**src/pkg/dwbtc_pkg.sv**
```systemverilog
package dwbtc_pkg;
  // register word indexes on the avalon slave (byte address = index * 4)
  localparam logic [1:0] ADDR_CTRL = 2'h0;
  localparam logic [1:0] ADDR_STAT = 2'h1;
  localparam logic [1:0] ADDR_DATA = 2'h2;
  localparam logic [1:0] ADDR_CHECK = 2'h3;
  // control register field positions
  localparam int CTRL_WRITE_OP = 0;
  localparam int CTRL_READ_OP = 1;
  localparam int CTRL_DIAG_SEL = 2;
  // status register field positions
  localparam int STAT_CNT_LSB = 0;
  localparam int STAT_FULL = 5;
  localparam int STAT_EMPTY = 6;
  localparam int STAT_REG_FULL = 7;
  // occupancy counter preloads and decodes
  localparam logic [4:0] CNT_EMPTY = 5'h0F;
  localparam logic [4:0] CNT_FULL = 5'h1F;
  // bit positions in a word where strobes are held off
  localparam logic [3:0] WR_INHIBIT_BIT = 4'hD;
  localparam logic [3:0] RD_INHIBIT_BIT = 4'hE;
  localparam logic [3:0] RD_RESUME_BIT = 4'h2;
  localparam logic [3:0] LAST_BIT = 4'hF;
  // check word generator polynomial x^16+x^15+x^2+1
  localparam logic [15:0] CHECK_POLY = 16'h8005;
  localparam logic [15:0] WORD_RESET = 16'h0000;
endpackage : dwbtc_pkg

```
**src/hdl/dwbtc_top.sv**
```systemverilog
// The Avalon-MM register port and the placing of the registers were chosen for this implementation.
`timescale 1ns/1ps
module dwbtc_top
  import dwbtc_pkg::*;
(
  input wire logic sys_clk_i, // 100 MHz clock
  input wire logic sys_rst_i, // async reset, active high
  input wire logic [1:0] avs_address_i, // register word index
  input wire logic avs_read_i, // avalon read
  input wire logic avs_write_i, // avalon write
  input wire logic [31:0] avs_writedata_i, // avalon write data
  input wire logic [3:0] avs_byteenable_i, // avalon byte lanes
  output logic [31:0] avs_readdata_o, // avalon read data
  output logic avs_waitrequest_o, // avalon stall
  input wire logic delayed_write_clock_i, // transfer timing clock level
  input wire logic subsector_start_i, // pulse, new subsector begins
  input wire logic write_sequence_go_i, // pulse, serializer may start
  input wire logic shift_pulse_i, // pulse, one bit passes the head
  input wire logic read_bit_i, // bit read from disc
  input wire logic check_word_cycle_i, // check word being sent
  input wire logic parity_bit_cycle_i, // parity bit being sent
  input wire logic subsector_end_interval_i, // end one-shot running
  output logic write_data_o, // serial bit to the disc
  output logic buffer_load_from_processor_n_o, // write load strobe
  output logic register_set_from_buffer_n_o, // read register strobe
  output logic data_register_set_o, // data register loaded
  output logic buffer_load_n_o, // any word written to buffer
  output logic shift_register_load_o, // serializer loaded
  output logic buffer_full_o, // sixteen words held
  output logic buffer_full_n_o, // full, active low
  output logic buffer_empty_n_o, // empty, active low
  output logic register_full_flag_o, // data register occupied
  output logic strobe_inhibit_n_o // strobes held off, active low
);
  logic [15:0] mem_q [16];
  logic [3:0] wr_ptr_q, rd_ptr_q, bits_q;
  logic [4:0] cnt_q;
  logic [15:0] data_q, sr_q;
  logic write_op_q, read_op_q, diag_q;
  logic reg_full_q, ack_q, started_q;
  logic dwc_q, half_q, permit_q;
  logic bflp_q, rsfb_q, drs_q, buffer_load_n_q, shift_register_load_q, wdat_q;
  logic [31:0] rdata_q;
  logic req, ok, acc, init, dat_wr, dat_rd, dwc_rise;
  logic data_shift, last_bit, inhib, bitwin, go_wr, go_rd;
  logic inc, dec, do_shift_register_load, deser_ld, empty, full;
  logic [15:0] deser_word, crc;
  logic parity;

  function automatic logic [3:0] ptr_next(input logic [3:0] p);
    ptr_next = p + 4'h1;
  endfunction : ptr_next

  // avalon handshake: stall until ok, at least one cycle, then one acknowledge cycle
  assign req = avs_read_i | avs_write_i;
  always_comb begin
    ok = 1'b1;
    if (avs_address_i == ADDR_DATA && avs_write_i) begin
      ok = !reg_full_q || !write_op_q; // back-pressure on the processor
    end else if (avs_address_i == ADDR_DATA && avs_read_i) begin
      ok = reg_full_q || !read_op_q;
    end
  end
  assign acc = req & ack_q;
  assign init = acc & avs_write_i & (avs_address_i == ADDR_CTRL)
                & avs_byteenable_i[0];
  assign dat_wr = acc & avs_write_i & (avs_address_i == ADDR_DATA)
                  & (avs_byteenable_i[1:0] != 2'h0) & write_op_q;
  assign dat_rd = acc & avs_read_i & (avs_address_i == ADDR_DATA)
                  & read_op_q;
  assign empty = ~cnt_q[4];
  assign full = (cnt_q == CNT_FULL);

  always_ff @(posedge sys_clk_i or posedge sys_rst_i) begin
    if (sys_rst_i) begin
      ack_q <= 1'b0;
    end else begin
      ack_q <= req & ~ack_q & ok;
    end
  end

  // read data captured as the acknowledge rises, held through it
  always_ff @(posedge sys_clk_i or posedge sys_rst_i) begin
    if (sys_rst_i) begin
      rdata_q <= 32'h0000_0000;
    end else if (req && !ack_q && ok && avs_read_i) begin
      rdata_q <= 32'h0000_0000;
      if (avs_address_i == ADDR_CTRL) begin
        rdata_q[CTRL_WRITE_OP] <= write_op_q;
        rdata_q[CTRL_READ_OP] <= read_op_q;
        rdata_q[CTRL_DIAG_SEL] <= diag_q;
      end else if (avs_address_i == ADDR_STAT) begin
        rdata_q[STAT_CNT_LSB +: 5] <= cnt_q;
        rdata_q[STAT_FULL] <= full;
        rdata_q[STAT_EMPTY] <= empty;
        rdata_q[STAT_REG_FULL] <= reg_full_q;
      end else if (avs_address_i == ADDR_DATA) begin
        rdata_q[15:0] <= data_q;
      end else begin
        rdata_q[15:0] <= crc;
      end
    end
  end

  // mode register; any control write with byte lane 0 enabled also initialises the block
  always_ff @(posedge sys_clk_i or posedge sys_rst_i) begin
    if (sys_rst_i) begin
      write_op_q <= 1'b0;
      read_op_q <= 1'b0;
      diag_q <= 1'b0;
    end else if (init) begin
      write_op_q <= avs_writedata_i[CTRL_WRITE_OP];
      read_op_q <= avs_writedata_i[CTRL_READ_OP]
                   & ~avs_writedata_i[CTRL_WRITE_OP];
      diag_q <= avs_writedata_i[CTRL_DIAG_SEL];
    end
  end

  // transfer permit: every second rise of the delayed write clock
  assign dwc_rise = delayed_write_clock_i & ~dwc_q;
  always_ff @(posedge sys_clk_i or posedge sys_rst_i) begin
    if (sys_rst_i) begin
      dwc_q <= 1'b0;
      half_q <= 1'b0;
      permit_q <= 1'b0;
    end else begin
      dwc_q <= delayed_write_clock_i;
      if (dwc_rise) begin
        half_q <= ~half_q;
      end
      permit_q <= dwc_rise & half_q;
    end
  end

  // bit position within the current word
  assign data_shift = shift_pulse_i & ~check_word_cycle_i
                      & ~parity_bit_cycle_i;
  assign last_bit = data_shift && bits_q == LAST_BIT;
  always_ff @(posedge sys_clk_i or posedge sys_rst_i) begin
    if (sys_rst_i) begin
      bits_q <= 4'h0;
      started_q <= 1'b0;
    end else if (init || subsector_start_i) begin
      bits_q <= 4'h0;
      started_q <= 1'b0;
    end else if (data_shift) begin
      bits_q <= bits_q + 4'h1;
      started_q <= 1'b1;
    end
  end

  // inhibit window near word boundaries and during check cycles
  always_comb begin
    bitwin = 1'b0;
    if (write_op_q) begin
      bitwin = bits_q >= WR_INHIBIT_BIT
               || (bits_q == 4'h0 && started_q);
    end else if (read_op_q) begin
      bitwin = bits_q >= RD_INHIBIT_BIT
               || (bits_q < RD_RESUME_BIT && started_q);
    end
  end
  assign inhib = bitwin | check_word_cycle_i | parity_bit_cycle_i
                 | subsector_end_interval_i;
  // go_wr and go_rd start no strobe while software is reinitialising the block
  assign go_wr = permit_q & write_op_q & reg_full_q & ~full
                 & ~inhib & ~bflp_q & ~init;
  assign go_rd = permit_q & read_op_q & ~empty & ~reg_full_q
                 & ~inhib & ~rsfb_q & ~init;

  // transfer strobes, one clock wide each
  always_ff @(posedge sys_clk_i or posedge sys_rst_i) begin
    if (sys_rst_i) begin
      bflp_q <= 1'b0;
      rsfb_q <= 1'b0;
      drs_q <= 1'b0;
      buffer_load_n_q <= 1'b0;
      shift_register_load_q <= 1'b0;
    end else begin
      bflp_q <= go_wr;
      rsfb_q <= go_rd;
      drs_q <= dat_wr | go_rd;
      buffer_load_n_q <= go_wr | deser_ld;
      shift_register_load_q <= do_shift_register_load;
    end
  end

  // register full flag; init restarts the transfer, so it beats a strobe
  // still in flight; otherwise a set outranks a clear in the same clock
  always_ff @(posedge sys_clk_i or posedge sys_rst_i) begin
    if (sys_rst_i) begin
      reg_full_q <= 1'b0;
    end else if (init) begin
      reg_full_q <= 1'b0;
    end else if (dat_wr || rsfb_q) begin
      reg_full_q <= 1'b1;
    end else if (bflp_q || dat_rd) begin
      reg_full_q <= 1'b0;
    end
  end

  // processor data register
  always_ff @(posedge sys_clk_i or posedge sys_rst_i) begin
    if (sys_rst_i) begin
      data_q <= WORD_RESET;
    end else if (dat_wr) begin
      if (avs_byteenable_i[0]) begin
        data_q[7:0] <= avs_writedata_i[7:0];
      end
      if (avs_byteenable_i[1]) begin
        data_q[15:8] <= avs_writedata_i[15:8];
      end
    end else if (go_rd) begin
      data_q <= mem_q[rd_ptr_q];
    end
  end

  // serializer reloads at go and after each sixteenth bit
  assign do_shift_register_load = write_op_q & ~empty & ~(init | subsector_start_i)
                   & (write_sequence_go_i | last_bit);
  assign deser_word = {sr_q[14:0], read_bit_i};
  assign deser_ld = read_op_q & last_bit;
  always_ff @(posedge sys_clk_i or posedge sys_rst_i) begin
    if (sys_rst_i) begin
      sr_q <= WORD_RESET;
    end else if (do_shift_register_load) begin
      sr_q <= mem_q[rd_ptr_q];
    end else if (data_shift && write_op_q) begin
      sr_q <= {sr_q[14:0], 1'b0};
    end else if (data_shift) begin
      sr_q <= deser_word;
    end
  end

  // word buffer; reads leave the stored words in place
  always_ff @(posedge sys_clk_i) begin
    if (go_wr) begin
      mem_q[wr_ptr_q] <= data_q;
    end else if (deser_ld) begin
      mem_q[wr_ptr_q] <= deser_word;
    end
  end

  // pointers restart at init so diagnostic reread starts at word 0
  assign inc = go_wr | deser_ld;
  assign dec = do_shift_register_load | go_rd;
  always_ff @(posedge sys_clk_i or posedge sys_rst_i) begin
    if (sys_rst_i) begin
      wr_ptr_q <= 4'h0;
      rd_ptr_q <= 4'h0;
    end else if (init) begin
      wr_ptr_q <= 4'h0;
      rd_ptr_q <= 4'h0;
    end else begin
      if (inc) begin
        wr_ptr_q <= ptr_next(wr_ptr_q);
      end
      if (dec) begin
        rd_ptr_q <= ptr_next(rd_ptr_q);
      end
    end
  end

  // occupancy counter: 0F empty, 10 one word, 1F sixteen words
  always_ff @(posedge sys_clk_i or posedge sys_rst_i) begin
    if (sys_rst_i) begin
      cnt_q <= CNT_EMPTY;
    end else if (init) begin
      // full preload only for a diagnostic read, never for a write
      cnt_q <= (avs_writedata_i[CTRL_DIAG_SEL]
                && avs_writedata_i[CTRL_READ_OP]
                && !avs_writedata_i[CTRL_WRITE_OP]) ? CNT_FULL
                                                    : CNT_EMPTY;
    end else if (inc && !dec) begin
      cnt_q <= cnt_q + 5'h01;
    end else if (dec && !inc) begin
      cnt_q <= cnt_q - 5'h01;
    end
  end

  // check word and parity follow the data bits
  dwbtc_check_gen u_check (
    .sys_clk_i(sys_clk_i),
    .sys_rst_i(sys_rst_i),
    .clear_i(init | subsector_start_i),
    .shift_i(shift_pulse_i & ~parity_bit_cycle_i),
    .bit_i(write_op_q ? sr_q[15] : read_bit_i),
    .emit_i(check_word_cycle_i & write_op_q),
    .crc_o(crc),
    .parity_o(parity)
  );

  // serial write data, one clock behind the line state
  always_ff @(posedge sys_clk_i or posedge sys_rst_i) begin
    if (sys_rst_i) begin
      wdat_q <= 1'b0;
    end else if (check_word_cycle_i) begin
      wdat_q <= crc[15];
    end else if (parity_bit_cycle_i) begin
      wdat_q <= parity;
    end else begin
      wdat_q <= sr_q[15];
    end
  end

  // status flags registered so every output leaves a flip-flop
  logic full_q, empty_q, inhib_q;
  always_ff @(posedge sys_clk_i or posedge sys_rst_i) begin
    if (sys_rst_i) begin
      full_q <= 1'b0;
      empty_q <= 1'b1;
      inhib_q <= 1'b0;
    end else begin
      full_q <= full;
      empty_q <= empty;
      inhib_q <= inhib;
    end
  end

  assign avs_readdata_o = rdata_q;
  assign avs_waitrequest_o = ~ack_q;
  assign write_data_o = wdat_q;
  assign buffer_load_from_processor_n_o = ~bflp_q;
  assign register_set_from_buffer_n_o = ~rsfb_q;
  assign data_register_set_o = drs_q;
  assign buffer_load_n_o = ~buffer_load_n_q;
  assign shift_register_load_o = shift_register_load_q;
  assign buffer_full_o = full_q;
  assign buffer_full_n_o = ~full_q;
  assign buffer_empty_n_o = ~empty_q;
  assign register_full_flag_o = reg_full_q;
  assign strobe_inhibit_n_o = ~inhib_q;
endmodule : dwbtc_top

```
**src/hdl/dwbtc_check_gen.sv**
```systemverilog
`timescale 1ns/1ps
module dwbtc_check_gen
  import dwbtc_pkg::*;
(
  input wire logic sys_clk_i, // 100 MHz clock
  input wire logic sys_rst_i, // async reset, active high
  input wire logic clear_i, // restart for a new subsector
  input wire logic shift_i, // one bit passes the line
  input wire logic bit_i, // data bit on the line
  input wire logic emit_i, // shift the check word out
  output logic [15:0] crc_o, // running check word
  output logic parity_o // odd parity bit to send
);
  logic [15:0] crc_q;
  logic odd_q;
  logic fb;

  // feedback on each shifted bit unless emitting; emitting just drains the word
  assign fb = bit_i ^ crc_q[15];

  // cyclic check word register
  always_ff @(posedge sys_clk_i or posedge sys_rst_i) begin
    if (sys_rst_i) begin
      crc_q <= WORD_RESET;
    end else if (clear_i) begin
      crc_q <= WORD_RESET;
    end else if (shift_i && emit_i) begin
      crc_q <= {crc_q[14:0], 1'b0};
    end else if (shift_i) begin
      crc_q <= {crc_q[14:0], 1'b0} ^ (fb ? CHECK_POLY : WORD_RESET);
    end
  end

  // count ones on the line, check word bits included
  always_ff @(posedge sys_clk_i or posedge sys_rst_i) begin
    if (sys_rst_i) begin
      odd_q <= 1'b0;
    end else if (clear_i) begin
      odd_q <= 1'b0;
    end else if (shift_i) begin
      odd_q <= odd_q ^ (emit_i ? crc_q[15] : bit_i);
    end
  end

  assign crc_o = crc_q;
  assign parity_o = ~odd_q;
endmodule : dwbtc_check_gen

```
**config.mk**
```make
export PLATFORM = sky130hd
export DESIGN_NAME = dwbtc_top
export DESIGN_NICKNAME = d
export VERILOG_FILES = /design/src/pkg/dwbtc_pkg.sv /design/src/hdl/dwbtc_top.sv /design/src/hdl/dwbtc_check_gen.sv
export SDC_FILE = /design/constraint.sdc
export NUM_CORES = 1
export LEC_CHECK = 0
export ABC_AREA = 1
export BUFFER_PORTS_ARGS = -buffer_cell sky130_fd_sc_hd__clkbuf_2
export CORE_MARGIN = 5
export CORE_UTILIZATION = 60
export CTS_CLUSTER_SIZE = 30
export DETAILED_ROUTE_END_ITERATION = 8
export PLACE_DENSITY = 0.79
export SKIP_CTS_REPAIR_TIMING = 1
export SLEW_MARGIN = 40
export SYNTH_ARGS = -nofsm -noshare
export SYNTH_HDL_FRONTEND = slang
export SYNTH_SLANG_ARGS = --single-unit
export TNS_END_PERCENT = 10
```
**constraint.sdc**
```tcl
create_clock -name sys_clk_i -period 6.77 [get_ports sys_clk_i]
set_input_delay 1.354 -clock sys_clk_i [delete_from_list [all_inputs] [get_ports sys_clk_i]]
set_output_delay 1.354 -clock sys_clk_i [all_outputs]
set_load 0.01 [all_outputs]
```
==> metrics.yaml, run 1 <==
critical_path:
  endpoint: "cnt_q[4]$_DFFE_PP0P_"
  end_kind: "flop"
  path_max_fanout: 19
  critPathLaunch: "avs_write_i"
  critPathKind: "in -> reg"
  crit_required_ps: 7170
  rrSetupSlack_ps: 3350
  crit_arrival_ps: 4400
  timing.rr.start: "bits_q[1]$_DFFE_PP0P_"
  r2r_end: "cnt_q[4]$_DFFE_PP0P_"
  cp-start-kind: "input port"
  reg2reg_depth: 19
synthesis:
  synth_edf_count: 256
  synth_ff_type: "edfxtp_1"
  syn_area_um2: 15250
  ys_seq_area_share_pct: 66.88
  synth_top_cell_by_area: "edfxtp_1"
  synth.avg_cell_area_um2: 11.22
  ys_async_sr_fraction_pct: 28.09
  ys_top_cells_by_area: "edfxtp_1 (50%), dfrtp_1 (16%), o21ai_0 (5.9%), nor2_1 (5.3%), nand2_1 (3.5%)"
  synth_top_area_share_pct: 50.42
  synth_seq_cells: 356
  yosys-top-cells-count: "edfxtp_1 (256), nor2_1 (217), o21ai_0 (181), nand2_1 (141), dfrtp_1 (95)"
  yosysMostFrequentCell: "edfxtp_1"
  synthCells: 1359
  synth_cell_types: 43
  yosysWarnings: 0
clocking:
  cts-root-buf: "clkbuf_16"
  path_clk_slew_ps: 60
  cts_tree: "yes"
  cts_num_sinks: 356
  insertion_delay_ps: 520
  numCtsBuffers: 37
  cts_buffer_depth: 3
  h-tree-depth: 2
timing:
  rsz0062_at_grt: "false"
  slew_headroom_pct: 47.66
  drv_slew: 0
  finClkSkew_ps: 20.65
  fin_tns_setup_ps: 0
  tightest_slew_ps: 785.1
  finalSetupViolations: 0
  timing.fmax_mhz: 249.9
  fin_crit_sh_pct: 59.10
  finalHoldViolations: 0
  period_minus_slack_ps: 4001
global_route:
  grt_use_met1_pct: 34.54
  grt_overflow_total: 0
  antenna_found_initial: 0
  met3_usage_pct: 4.053
  grt-busiest-layer: "met2"
  gr-usage-met2_pct: 42.10
  track_usage_pct: 25.42
  grt_pass1_wl_um: 57460
  grt_max_degree: 99
  grt_pass1_vias: 10570
placement:
  place_congestion: 0.9212
  io_buffers: 59
  postPlaceCellArea_um2: 15860
  dp.final_hpwl_um: 22030
pwr:
  ir_worst_vdd_mv: 0.2292
  leakagePower_nw: 6.497
  p_per_area_nw_per_um2: 386.4
  power_mw: 6.553
floorplan:
  die_y_um: 169.4
  core_area_um2: 25110
  die_w_um: 169.4
  row_count: 58
  dieArea_um2: 28700
  initial_core_util_pct: 60.72
  num_io_pins: 94
detailed_routing:
  dr.pass1.iters: 6
  route.detailed.wl_per_inst_um: 20.85
  vias_per_cell: 6.152
  via_count: 10800
  drt_wl_total_um: 36600
  antenna_left: 0
  drcViolationCount: 0
  drtIter0Drc: 1433
layout:
  finalNetCount: 1465
  postLayoutCellArea_um2: 16960
  area_growth_pct: 11.24
  antenna_cells: 0
  utilization_pct: 67.55
  drive_gt1_share_pct: 13.47
run_status:
  status: "finished clean"
hold_path:
  hold_class: "reg -> reg"
flow_run:
  drv_cap: 0
[critical path, stage by stage]
cell and delay [ps]:
clkbuf_2 130, nand2_1 120, nand3b_2 490, nand2_1 200
nor2_1 80, nand3_2 100, nand2_1 280, nand2_1 350
inv_1 90, fa_1 400, o21ai_0 240, xor2_1 210
nand3_1 90, nand3_1 100, nand2_1 60, nand2_1 50
nand2_1 50
[kinds of logic (layout without fill, tap and decap cells)]
group           count (synthesis)  in the layout  share of synthesized area [%]
mux                            14             14                          1.034
flops                         356            356                          66.88
simple gates                  435            435                          11.88
buf+inv                       179            230                          5.014
fa+ha+maj                      13             13                          1.116
other cells                     1             16                        0.02460
xor+xnor                        4              4                         0.2298
compound gates                357            357                          13.83
[layout by cell type (no fill, tap or decap), types with 37 or more instances in the layout]
cell and n:
nand3_1 49, dfrtp_1 93, nor2_1 201, nand2_1 141, a21oi_1 47, o211ai_1 43, edfxtp_1 256, clkbuf_16 37
inv_1 83, o21ai_0 181, clkbuf_2 59
[sequential cells by signal, summed over array words and instances, names as in the netlist, 4 cells and up]
name            cells
cnt_q               5
sr_q               16
bits_q              4
u_check.crc_o      16
avs_readdata_o     16
data_q             16
wr_ptr_q            4
rd_ptr_q            4
mem_q             256
[per-stage QoR]
| step | setup WS [ps] | hold slack, ps | instances |
|---|---|---|---|
| 4_1_cts | 2771 | 502.6 | 1755 |
| 3_3_place_gp | 2350 | 469.9 | 1693 |
| 5_1_grt | 2471 | 515.2 | 1755 |
| 3_5_place_dp | 2251 | 482.5 | 1693 |
| 2_1_floorplan | 2806 | 449.2 | 1374 |
| 6_report | 2769 | 494.7 | 1755 |
[worst min path at each step]
stage / slack [ps] / startpoint / depth (start not counted) / end
finish: 490 / avs_readdata_o[8]$_DFFE_PP0P_ / 1 / avs_readdata_o[8]$_DFFE_PP0P_
floorplan: 450 / diag_q$_DFFE_PP0P_ / 2 / diag_q$_DFFE_PP0P_
global placement: 470 / avs_readdata_o[8]$_DFFE_PP0P_ / 1 / avs_readdata_o[8]$_DFFE_PP0P_
detailed placement: 480 / diag_q$_DFFE_PP0P_ / 2 / diag_q$_DFFE_PP0P_
CTS: 500 / diag_q$_DFFE_PP0P_ / 2 / diag_q$_DFFE_PP0P_
global route: 520 / avs_readdata_o[15]$_DFFE_PP0P_ / 1 / avs_readdata_o[15]$_DFFE_PP0P_
[power by group]
| part | switching, mW | total [mW] | internal (mW) |
|---|---|---|---|
| clock network | 0.795 | 1.88 | 1.08 |
| logic | 1.26 | 1.78 | 0.524 |
| registers | 0.174 | 2.89 | 2.72 |
[layer usage]
layer	up-vias	wire length [um]
li1	4878	-
met4	0	1231
met3	99	3082
met1	5236	14470
met5	-	0
met2	583	17820
[final cells by class]
type,instances,area (um2)
Clock inverter,13,92.59
Timing Repair Buffer,75,422.9
Multi-Input combinational cell,839,4467
Sequential cell,356,10200
Inverter,93,352.8
Clock buffer,49,1011
Tap cell,330,412.9
Fill cell,1779,8149
Note: power is estimated with default switching activity, not from simulation.
==> run 2, diff against run 1 <==
CORE_UTILIZATION = 55   (was 60)
PLACE_DENSITY = 0.76   (was 0.79)
clock period = 3.3 ns   (was 6.77 ns; I/O delays follow)
==> run 2 against run 1 <==
Against the previous run:
- clock-buffer cell count increased by 7
- cell count increased by 5.2%
- register-to-register slack got worse by 3000 ps
- critical path depth increased by 2
- critical endpoint unchanged
- core utilization decreased by 4.4 points
- highest routed layer unchanged
- clock power increased by 120%
- non-clock buffer count increased by 38
- design area increased by 2.6%
- combinational power increased by 120%
==> metrics.yaml, run 2 (same netlist as run 1, synthesis figures left out) <==
run_status:
  status: "finished clean"  # unchanged
pwr:
  pwr-share-comb_pct: 28.0  # was 27.2%
  leakagePower_nw: 6.757  # was 6.497 nW
  p_int_mw: 9.199  # was 4.326 mW
  p_sw_share_pct: 33.95  # was 33.98%
  power.switching_mw: 4.729  # was 2.227 mW
  clockPowerShare_pct: 29.7  # was 28.7%
  pwr-share-seq_pct: 42.2  # was 44.1%
  p_per_area_nw_per_um2: 800.8  # was 386.4 nW/um2
  ir_worst_vdd_mv: 0.6156  # was 0.2292 mV
timing:
  slew_headroom_pct: 52.96  # was 47.66%
  period_minus_slack_ps: 2950
  drv_slew: 0  # unchanged
  tightest_slew_ps: 701.3  # was 785.1 ps
  timing.final.ws_setup_ps: 349.7  # was 2769 ps
  timing.fmax_mhz: 338.9
  finClkSkew_ps: 17.00  # was 20.65 ps
  finalHoldViolations: 0  # unchanged
  finalSetupViolations: 0  # unchanged
  rsz0062_at_grt: "false"  # unchanged
  fin_tns_setup_ps: 0  # unchanged
  fin_crit_sh_pct: 89.40
detailed_routing:
  dr.pass1.iters: 6  # unchanged
  drcViolationCount: 0  # unchanged
  vias_per_cell: 5.989  # was 6.152
  antenna_left: 0  # unchanged
  drtIter0Drc: 1438  # was 1,433
  via_count: 11060  # was 10,800
  drt_wl_total_um: 39100  # was 36,600 um
  route.detailed.wl_per_inst_um: 21.17  # was 20.85 um
critical_path:
  r2r_end: "cnt_q[4]$_DFFE_PP0P_"  # unchanged
  path_max_fanout: 7  # was 19
  critPathKind: "reg -> reg"  # was in -> reg
  crit_required_ps: 3700  # was 7170 ps
  crit_slowest_cell: "dfrtp_1"  # was nand3b_2
  cp-start-kind: "flop"  # was input port
  end_kind: "flop"  # unchanged
  rrSetupSlack_ps: 350  # was 3350 ps
  max_stage_delay_ps: 410  # was 490 ps
  cp_cell_sequence: "inv_1 > ha_1 > nand2_1 > nand2_1 > nand2_1 > nand2_1 > nand3_1 > nor2_4 > nor2_4 > nand2_2 > inv_1 > fa_1 > o21ai_0 > xor2_1 > nand3_1 > nand3_1 > nand2_1 > nand2_1 > nand2_1"  # was clkbuf_2 > nand2_1 > nand3b_2 > nand2_1 > nor2_1 > nand3_2 > nand2_1 > nand2_1 > inv_1 > fa_1 > o21ai_0 > xor2_1 > nand3_1 > nand3_1 > nand2_1 > nand2_1 > nand2_1
  cpMostUsedCell: "nand2_1"  # unchanged
  crit_arrival_ps: 3350  # was 4400 ps
  reg2reg_depth: 19  # unchanged
  timing.rr.start: "bits_q[1]$_DFFE_PP0P_"  # unchanged
global_route:
  grt_overflow_total: 0  # unchanged
  grt_pass1_wl_um: 60120  # was 57,460 um
  antenna_found_initial: 0  # unchanged
  grt_pass1_vias: 10720  # was 10,570
  grt_max_degree: 132  # was 99
  track_usage_pct: 24.95  # was 25.42%
layout:
  utilization_pct: 63.13  # was 67.55%
  area_growth_pct: 14.09  # was 11.24%
  layoutNonFillerInstCount: 1847  # was 1,755
  postLayoutCellArea_um2: 17390  # was 16,960 um2
  antenna_cells: 0  # unchanged
  top_register: "mem_q"  # unchanged
  final_cell_mix: "edfxtp_1 (256), nor2_1 (201), o21ai_0 (181)"  # unchanged
  mostFrequentLayoutCell: "edfxtp_1"  # unchanged
  largest_reg_flops: 256  # unchanged
  finalNetCount: 1504  # was 1,465
  drive_gt1_share_pct: 15.66  # was 13.47%
clocking:
  cts_num_sinks: 356  # unchanged
  cts_buffer_depth: 3  # unchanged
  cts_tree: "yes"  # unchanged
  cts-root-buf: "clkbuf_16"  # unchanged
  insertion_delay_ps: 530  # was 520 ps
  h-tree-depth: 2  # unchanged
  numCtsBuffers: 38  # was 37
  path_clk_slew_ps: 60  # about the same
floorplan:
  die_y_um: 176.5  # was 169.4 um
  row_count: 61  # was 58
  num_io_pins: 94  # unchanged
  core_area_um2: 27550  # was 25,110 um2
  initial_core_util_pct: 55.33  # was 60.72%
  die_w_um: 176.5  # was 169.4 um
  dieArea_um2: 31150  # was 28,700 um2
placement:
  postPlaceCellArea_um2: 16170  # was 15,860 um2
  io_buffers: 59  # unchanged
  dp.final_hpwl_um: 23910  # was 22,030 um
  place_congestion: 0.9249  # was 0.9212
  dp_worst_setup_slack_ps: 144.2  # was 2251 ps
  dpl.cell_count: 1779  # was 1,693
hold_path:
  hold_class: "in -> async"  # was reg -> reg
flow_run:
  drv_cap: 0  # unchanged
## run 2: per-stage QoR
stage / hold slack [ps] / total power, mW
after floorplan: 449.2 / 8.402
after global placement: 474.4 / 9.640
after detailed placement: 479.7 / 9.765
after CTS: 227.5 / 13.90
after global routing: 255.7 / 14.58
final: 212.3 / 13.93
## run 2: area by class of cell
class / count / area, um2
inverter: 93 / 352.8
multi-input combinational: 839 / 4384
tap: 378 / 473.0
timing repair buffer: 113 / 763.2
clock buffer: 56 / 1080
fill: 2055 / 10160
sequential: 356 / 10200
clock inverter: 12 / 140.1
## run 2: worst max path at each step
stage	slack, ps	end	startpoint
6_report	350	cnt_q[4]$_DFFE_PP0P_	bits_q[1]$_DFFE_PP0P_
5_1_grt	110	cnt_q[4]$_DFFE_PP0P_	bits_q[1]$_DFFE_PP0P_
4_1_cts	270	cnt_q[4]$_DFFE_PP0P_	bits_q[0]$_DFFE_PP0P_
3_5_place_dp	140	cnt_q[4]$_DFFE_PP0P_	avs_write_i
3_3_place_gp	200	cnt_q[4]$_DFFE_PP0P_	avs_write_i
2_1_floorplan	30	ack_q$_DFF_PP0_	sys_rst_i
## run 2: layer usage
layer  vias up  GRT usage, %  wire (um)
li1       4962             -          -
met1      5384         32.81      14860
met2       598         41.56      18660
met3       117         4.561       3820
met4         0         9.800       1752
met5         -             0          0
## run 2: power by group through the flow
stage	Combinational [mW]	Clock, mW	Sequential (mW)
2_1_floorplan	2.55	0	5.85
3_3_place_gp	3.69	0	5.95
3_5_place_dp	3.81	0	5.96
4_1_cts	3.85	4.17	5.87
5_1_grt	4.30	4.37	5.91
6_report	3.90	4.14	5.88
## run 2: worst max-delay path: cells and delay by family (launching register included)
kind	cells	cell delay [ps]
compound gates	1	220
xor+xnor	1	220
fa+ha+maj	2	600
buf+inv	2	230
flops	1	410
simple gates	13	1150
